==> src/include/hlcf_defs.vh <==
/*
  register offsets, field positions, reset values and codes for the host link
  control flags block. assumes word-addressed 8-bit byte offsets on the
  register port.
*/
`ifndef HLCF_DEFS_VH
`define HLCF_DEFS_VH

// register byte offsets
`define HLCF_OFS_VENDOR_IDENTIFIER 8'h40
`define HLCF_OFS_CTRL_SET 8'h50
`define HLCF_OFS_CTRL_CLR 8'h54
`define HLCF_OFS_IRQ_STATUS 8'h80
`define HLCF_OFS_IRQ_MASK 8'h88
`define HLCF_OFS_ROM_MAP 8'h34
`define HLCF_OFS_ROM_HDR 8'h18
`define HLCF_OFS_BUS_OPT 8'h20
`define HLCF_OFS_ROM_MAP_PEND 8'hA0
`define HLCF_OFS_ROM_HDR_PEND 8'hA4
`define HLCF_OFS_BUS_OPT_PEND 8'hA8

// control flag positions
`define HLCF_BIT_IMAGE_VALID 31
`define HLCF_BIT_BYTE_SWAP_INHIBIT 30
`define HLCF_BIT_ACK_LATE_ENABLE 29
`define HLCF_BIT_PHY_PROGRAM 23
`define HLCF_BIT_PHY_ENHANCE 22
`define HLCF_BIT_LINK_POWER 19
`define HLCF_BIT_POSTED_WRITE 18
`define HLCF_BIT_LINK_ACTIVE_ENABLE 17
`define HLCF_BIT_SOFT_RESET 16

// writable control bits and reset value
`define HLCF_CTRL_WMASK 32'hE04F_0000
`define HLCF_CTRL_RESET 32'h0080_0000

// interrupt status positions
`define HLCF_IRQ_BIT_PHY 19
`define HLCF_IRQ_BIT_ACK_LATE 27
`define HLCF_IRQ_WMASK 32'h0808_0000

// 1394 ack codes
`define HLCF_ACK_COMPLETE 4'h1
`define HLCF_ACK_PENDING 4'h2
`define HLCF_ACK_TARDY 4'hB
`define HLCF_ACK_TYPE_ERROR 4'hE

// soft reset end count; soft reset lasts this count plus one cycles
`define HLCF_SOFT_RESET_CYCLES 4'h4

`endif

==> src/hw/hlcf_top.v <==
/*
  host link control flags: vendor_identifier register, set/clear control flag pair,
  configuration rom gating, late ack handling and a small interrupt bank.
  assumes a one-cycle strobe register port on sys_clk_i; the packet requests
  and bus reset arrive from the phy side as pin levels and are synchronised.
*/
`timescale 1ns/1ps
`include "hlcf_defs.vh"
module hlcf_top #(
  parameter [31:0] VENDOR_IDENTIFIER = 32'h00AB_CDEF // arbitrary value
) (
  input wire sys_clk_i,
  input wire srst_i,
  input wire [7:0] reg_addr_i,
  input wire [31:0] reg_wdata_i,
  input wire reg_wr_i,
  input wire reg_rd_i,
  output reg [31:0] reg_rdata_o,
  input wire pkt_req_i,
  input wire pkt_rom_read_i,
  input wire pkt_self_i,
  input wire bus_reset_i,
  input wire fetch_error_i,
  input wire phy_event_i,
  output reg ack_valid_o,
  output reg [3:0] ack_code_o,
  output reg pkt_accept_o,
  output reg rom_update_o,
  output reg byte_swap_o,
  output reg link_active_o,
  output reg irq_o
);
  reg [31:0] ctrl_reg;
  reg [31:0] ctrl_next;
  reg [31:0] irq_status_reg;
  reg [31:0] irq_status_next;
  reg [31:0] irq_mask_reg;
  reg [31:0] rom_map_reg;
  reg [31:0] rom_hdr_reg;
  reg [31:0] bus_opt_reg;
  reg [31:0] rom_map_pend_reg;
  reg [31:0] rom_hdr_pend_reg;
  reg [31:0] bus_opt_pend_reg;
  reg [3:0] srst_cnt_reg;
  reg [4:0] pin_prev_reg;
  reg sent_late_reg;
  wire [4:0] pin_sync;
  wire soft_rst;
  wire req_rise;
  wire bus_reset_rise;
  wire image_valid;
  wire link_en;
  wire late_en;

  // pins from the phy side cross into sys_clk_i
  hlcf_sync2 #(
    .WIDTH(5)
  ) u_sync (
    .sys_clk_i(sys_clk_i),
    .srst_i(srst_i),
    .async_i({phy_event_i, bus_reset_i, pkt_self_i, pkt_rom_read_i, pkt_req_i}),
    .sync_o(pin_sync)
  );

  assign image_valid = ctrl_reg[`HLCF_BIT_IMAGE_VALID];
  assign link_en = ctrl_reg[`HLCF_BIT_LINK_ACTIVE_ENABLE];
  assign late_en = ctrl_reg[`HLCF_BIT_ACK_LATE_ENABLE];
  assign soft_rst = ctrl_reg[`HLCF_BIT_SOFT_RESET];
  assign req_rise = pin_sync[0] & ~pin_prev_reg[0];
  assign bus_reset_rise = pin_sync[3] & ~pin_prev_reg[3];

  // address decode helper, shared by read and write paths
  function hit;
    input [7:0] addr;
    input [7:0] ofs;
    begin
      hit = (addr == ofs);
    end
  endfunction

  // control flags: write one to set or clear, clear wins only by write order
  always @* begin
    ctrl_next = ctrl_reg;
    if (reg_wr_i && hit(reg_addr_i, `HLCF_OFS_CTRL_SET)) begin
      ctrl_next = ctrl_next | (reg_wdata_i & `HLCF_CTRL_WMASK);
    end
    if (reg_wr_i && hit(reg_addr_i, `HLCF_OFS_CTRL_CLR)) begin
      ctrl_next = ctrl_next & ~(reg_wdata_i & `HLCF_CTRL_WMASK);
    end
    if (fetch_error_i) begin
      ctrl_next[`HLCF_BIT_IMAGE_VALID] = 1'b0;
    end
    // 28..24 and other reserved bits stay zero
    ctrl_next = ctrl_next & (`HLCF_CTRL_WMASK | `HLCF_CTRL_RESET);
  end

  // soft reset holds a few cycles, then reloads hardware reset values
  always @(posedge sys_clk_i) begin
    if (srst_i) begin
      ctrl_reg <= `HLCF_CTRL_RESET;
      srst_cnt_reg <= 4'h0;
    end else if (soft_rst) begin
      if (srst_cnt_reg == `HLCF_SOFT_RESET_CYCLES) begin
        ctrl_reg <= `HLCF_CTRL_RESET;
        srst_cnt_reg <= 4'h0;
      end else begin
        srst_cnt_reg <= srst_cnt_reg + 4'h1;
      end
    end else begin
      ctrl_reg <= ctrl_next;
    end
  end

  // rom mirror registers: pending copies load into live ones on bus reset while image valid is set
  always @(posedge sys_clk_i) begin
    if (srst_i || soft_rst) begin
      rom_map_reg <= 32'h0000_0000;
      rom_hdr_reg <= 32'h0000_0000;
      bus_opt_reg <= 32'h0000_0000;
      rom_map_pend_reg <= 32'h0000_0000;
      rom_hdr_pend_reg <= 32'h0000_0000;
      bus_opt_pend_reg <= 32'h0000_0000;
    end else begin
      if (reg_wr_i && hit(reg_addr_i, `HLCF_OFS_ROM_MAP_PEND)) begin
        rom_map_pend_reg <= {reg_wdata_i[31:10], 10'h000};
      end
      if (reg_wr_i && hit(reg_addr_i, `HLCF_OFS_ROM_HDR_PEND)) begin
        rom_hdr_pend_reg <= reg_wdata_i;
      end
      if (reg_wr_i && hit(reg_addr_i, `HLCF_OFS_BUS_OPT_PEND)) begin
        bus_opt_pend_reg <= reg_wdata_i;
      end
      // invalid image leaves the live copies frozen
      if (bus_reset_rise && image_valid) begin
        rom_map_reg <= rom_map_pend_reg;
        rom_hdr_reg <= rom_hdr_pend_reg;
        bus_opt_reg <= bus_opt_pend_reg;
      end
    end
  end

  // answer one packet per rising request; link off means no answer at all
  always @(posedge sys_clk_i) begin
    if (srst_i || soft_rst) begin
      pin_prev_reg <= 5'h00;
      ack_valid_o <= 1'b0;
      ack_code_o <= 4'h0;
      pkt_accept_o <= 1'b0;
      sent_late_reg <= 1'b0;
    end else begin
      pin_prev_reg <= pin_sync;
      ack_valid_o <= 1'b0;
      pkt_accept_o <= 1'b0;
      sent_late_reg <= 1'b0;
      if (req_rise && link_en) begin
        ack_valid_o <= 1'b1;
        if (late_en) begin
          // own and other async packets alike get the late ack
          ack_code_o <= `HLCF_ACK_TARDY;
          sent_late_reg <= 1'b1;
        end else if (pin_sync[1] && !image_valid) begin
          ack_code_o <= `HLCF_ACK_TYPE_ERROR;
        end else begin
          ack_code_o <= pin_sync[1] ? `HLCF_ACK_COMPLETE : `HLCF_ACK_PENDING;
          pkt_accept_o <= 1'b1;
        end
      end
    end
  end

  // sticky events, set wins over write-one-to-clear
  always @* begin
    irq_status_next = irq_status_reg;
    if (reg_wr_i && hit(reg_addr_i, `HLCF_OFS_IRQ_STATUS)) begin
      irq_status_next = irq_status_next & ~(reg_wdata_i & `HLCF_IRQ_WMASK);
    end
    if (sent_late_reg) begin
      irq_status_next[`HLCF_IRQ_BIT_ACK_LATE] = 1'b1;
    end
    if (pin_sync[4] & ~pin_prev_reg[4]) begin
      irq_status_next[`HLCF_IRQ_BIT_PHY] = 1'b1;
    end
  end

  always @(posedge sys_clk_i) begin
    if (srst_i || soft_rst) begin
      irq_status_reg <= 32'h0000_0000;
      irq_mask_reg <= 32'h0000_0000;
    end else begin
      irq_status_reg <= irq_status_next;
      if (reg_wr_i && hit(reg_addr_i, `HLCF_OFS_IRQ_MASK)) begin
        irq_mask_reg <= reg_wdata_i & `HLCF_IRQ_WMASK;
      end
    end
  end

  // registered status outputs
  always @(posedge sys_clk_i) begin
    if (srst_i) begin
      byte_swap_o <= 1'b0;
      link_active_o <= 1'b0;
      rom_update_o <= 1'b0;
      irq_o <= 1'b0;
    end else begin
      byte_swap_o <= ~ctrl_reg[`HLCF_BIT_BYTE_SWAP_INHIBIT];
      link_active_o <= link_en;
      rom_update_o <= image_valid;
      irq_o <= |(irq_status_next & irq_mask_reg);
    end
  end

  // read data one cycle after the strobe, zero otherwise
  always @(posedge sys_clk_i) begin
    if (srst_i) begin
      reg_rdata_o <= 32'h0000_0000;
    end else if (reg_rd_i) begin
      if (hit(reg_addr_i, `HLCF_OFS_VENDOR_IDENTIFIER)) begin
        reg_rdata_o <= VENDOR_IDENTIFIER;
      end else if (hit(reg_addr_i, `HLCF_OFS_CTRL_SET) || hit(reg_addr_i, `HLCF_OFS_CTRL_CLR)) begin
        reg_rdata_o <= ctrl_reg;
      end else if (hit(reg_addr_i, `HLCF_OFS_IRQ_STATUS)) begin
        reg_rdata_o <= irq_status_reg;
      end else if (hit(reg_addr_i, `HLCF_OFS_IRQ_MASK)) begin
        reg_rdata_o <= irq_mask_reg;
      end else if (hit(reg_addr_i, `HLCF_OFS_ROM_MAP)) begin
        reg_rdata_o <= rom_map_reg;
      end else if (hit(reg_addr_i, `HLCF_OFS_ROM_HDR)) begin
        reg_rdata_o <= rom_hdr_reg;
      end else if (hit(reg_addr_i, `HLCF_OFS_BUS_OPT)) begin
        reg_rdata_o <= bus_opt_reg;
      end else if (hit(reg_addr_i, `HLCF_OFS_ROM_MAP_PEND)) begin
        reg_rdata_o <= rom_map_pend_reg;
      end else if (hit(reg_addr_i, `HLCF_OFS_ROM_HDR_PEND)) begin
        reg_rdata_o <= rom_hdr_pend_reg;
      end else if (hit(reg_addr_i, `HLCF_OFS_BUS_OPT_PEND)) begin
        reg_rdata_o <= bus_opt_pend_reg;
      end else begin
        reg_rdata_o <= 32'h0000_0000; // unmapped reads zero
      end
    end else begin
      reg_rdata_o <= 32'h0000_0000;
    end
  end
endmodule

==> src/hw/hlcf_sync2.v <==
/*
  two-flop synchroniser for a vector of pin-level inputs.
  assumes the inputs are levels that stay put for several clocks.
*/
`timescale 1ns/1ps
module hlcf_sync2 #(
  parameter WIDTH = 4
) (
  input wire sys_clk_i,
  input wire srst_i,
  input wire [WIDTH-1:0] async_i,
  output reg [WIDTH-1:0] sync_o
);
  reg [WIDTH-1:0] meta_reg;

  // first stage feeds only the second stage
  always @(posedge sys_clk_i) begin
    if (srst_i) begin
      meta_reg <= {WIDTH{1'b0}};
      sync_o <= {WIDTH{1'b0}};
    end else begin
      meta_reg <= async_i;
      sync_o <= meta_reg;
    end
  end
endmodule

==> config.mk <==
export PLATFORM = sky130hd
export DESIGN_NAME = hlcf_top
export DESIGN_NICKNAME = d
export VERILOG_FILES = /design/src/hw/hlcf_top.v /design/src/hw/hlcf_sync2.v
export VERILOG_INCLUDE_DIRS = /design/src /design/src/include
export SDC_FILE = /design/constraint.sdc
export NUM_CORES = 1
export LEC_CHECK = 0
export ABC_CLOCK_PERIOD_IN_PS = 3350
export BUFFER_PORTS_ARGS = -buffer_cell sky130_fd_sc_hd__buf_2
export CAP_MARGIN = 10
export CORE_ASPECT_RATIO = 0.6
export CORE_MARGIN = 8
export CORE_UTILIZATION = 55
export DETAILED_ROUTE_END_ITERATION = 10
export HOLD_SLACK_MARGIN = 0.08
export PLACE_DENSITY_LB_ADDON = 0.2
export SLEW_MARGIN = 40
export SYNTH_ARGS = -nofsm -noshare
export SYNTH_HDL_FRONTEND = slang
export SYNTH_SLANG_ARGS = --single-unit
==> constraint.sdc <==
create_clock -name sys_clk_i -period 3.35 [get_ports sys_clk_i]
set_clock_uncertainty 0.1 [all_clocks]
set_input_delay 0.5025 -clock sys_clk_i [delete_from_list [all_inputs] [get_ports sys_clk_i]]
set_output_delay 0.5025 -clock sys_clk_i [all_outputs]
set_load 0.005 [all_outputs]
==> out/results.ini <==
[run_status]
status = completed

[setup_path]
critPathLaunchType = flop
crit_arrival_ns = 2.54
slowest_delay_ns = 0.74
crit_chain = a21boi_0 > nor2_1 > o21ai_1 > a32o_1
end_kind = flop
crit_slowest_cell = dfxtp_1
cp.required_ns = 3.70
critPathKind = flop to flop
critical_path.max_fanout = 17

[synthesis]
avgSynthCellArea_sq_um = 8.099
synth_cell_types = 65
yosysTopAreaCellShare_pct = 49.76
synth_ff_type = dfxtp_1
yosys.area.top_type = dfxtp_1
ys_seq_area_share_pct = 49.76
ys_async_sr_fraction_pct = 0
synth-seq-cells = 243
synth_edf_count = 0
syn_area_sq_um = 9776
synth_area_leaders = dfxtp_1, nand2_1, a21oi_1, clkbuf_1, mux2i_1
yosysWarnings = 0
synth_nets = 1259
synthCells = 1207

[die]
die_h_um = 119.3
core_area_sq_um = 17270
io_pins = 92
die_w_um = 188.1
num_rows = 37
design.die.area_sq_um = 22440
initial_core_util_pct = 56.61

[job]
drv_cap = 0

[timing]
fmax_mhz = 457.1
fin_hold_ws_ns = 0.09795
final.min_clock_period_ns = 2.188
setup_viol = 0
tightest_slew_ns = 0.7526
drv_slew = 0
setup-tns-final_ns = 0
rsz0062_at_grt = no
maxSlewHeadroom_pct = 49.44
finalHoldViolations = 0
period_share_pct = 65.30

[drt]
finalWirelength_mm = 29.44
ant_nets = 0
vias = 8959
drt_drc_violations_left = 0
vias_per_cell = 5.906
detail_route.wl_per_cell_um = 19.40
drtIter0Drc = 1147
first_pass_iters = 7

[grt]
grt_max_degree = 87
grt_pass1_vias = 8449
grt_pass1_wl_mm = 46.91
grt-ovfl-total = 0
grt.total_usage_pct = 25.52
antenna_found_initial = 0

[placed_design]
gp_congestion = 0.8775
placed_cell_area_sq_um = 10500
io_buffers = 90
dp_cells = 1478
place_hpwl_mm = 19.44

[finish]
final_common_cell = nand2_1
diodes = 0
post-route-cell-area_sq_um = 11250
final_cell_mix = nand2_1, dfxtp_1, a21oi_1
fin_cells = 1517
final_nets = 1320
syn_to_final_growth_pct = 15.10
drive_gt1_share_pct = 14.42

[cts]
cts_buffers = 22
cts_resized = 0
cts_setup_buffers = 0
clock_latency_ns = 0.51
cts_tree = yes
htree_levels = 1
clkTransAtPathRegs_ns = 0.06
cts_hold_buf = 0
cts.sinks = 243
cts-root-buf = clkbuf_16
cts_max_path_buffers = 3

[power]
p_per_area_nw_per_um2 = 509.5
p_leak_nw = 3.960
ir_worst_vdd_uv = 324.4
power.total_mw = 5.733

[hold_path]
hp-class = input port to flop

## logic make-up (layout without fill, tap and decap cells)
group           after synthesis  in the layout  synth area share, %
buf+inv                     101            177                4.390
simple gates                502            502                22.46
compound gates              341            341                21.27
mux                          18             18                1.856
fa+ha+maj                     2              2               0.2559
flops                       243            243                49.76
## critical path: cells and delay by family, from the launching register on
kind             cells  cell delay (ns)
AO/OA/AOI/OAI        3             0.98
flip-flops           1             0.74
AND/OR/NAND/NOR      1             0.31
## final timing paths
path                                         start                 end  slack [ns]  depth (start not counted)
worst max register to register                flop        ctrl_reg[18]        1.16                          4
worst min-delay path                     pkt_req_i  u_sync.meta_reg[0]         0.1                          2
worst min register to register  u_sync.meta_reg[0]    u_sync.sync_o[0]        0.34                          1
worst max-delay path                          flop        ctrl_reg[18]        1.16                          4
## metal layers
| layer | vias up | share of wire (%) | track usage, % |
|---|---|---|---|
| met5 | - | 0 | 0 |
| met4 | 0 | 1.5 | 5.392 |
| met3 | 48 | 9.7 | 5.332 |
| met2 | 443 | 42 | 37.06 |
| met1 | 4177 | 47 | 38.13 |
| li1 | 4291 | - | - |
## synthesized netlist by cell type (3+ instances only)
cell type	n
buf_2	10
o21ai_0	24
nand2b_1	5
o21ai_1	11
nor3_1	13
nor2_1	39
and3_1	7
a21oi_1	200
buf_1	5
a22o_1	12
mux2i_1	17
nor4_1	4
nand4b_1	3
inv_1	7
dfxtp_1	243
a31oi_1	4
and2_1	7
o2111ai_1	6
a32o_1	7
clkbuf_1	72
buf_4	4
a22oi_1	12
nor2b_1	17
o22ai_1	13
buf_6	3
a21bo_2	3
nand2_1	371
a221oi_1	18
nand3_1	7
nand4_1	7
a211oi_1	6
a221o_1	8
## final cells by class
cell class,instances,area (sq um)
Clock buffer,29,636.9
Fill cell,1513,6016
Inverter,7,26.28
Tap cell,234,292.8
Multi-Input combinational cell,863,4496
Timing Repair Buffer,131,824.5
Clock inverter,10,111.4
Sequential cell,243,4865
## per-stage QoR
step	setup WS, ns	utilization [%]
5_1_grt	1.028	65.16
6_report	1.162	65.16
2_1_floorplan	1.134	-
3_3_place_gp	0.7073	60.81
4_1_cts	1.223	65.16
3_5_place_dp	0.6927	60.83
## power by group
part,internal (mW),switching [mW]
combinational,0.0707,0.156
clock,1.50,1.11
sequential,2.90,0.00460
Note: power is estimated with default switching activity, not from simulation.
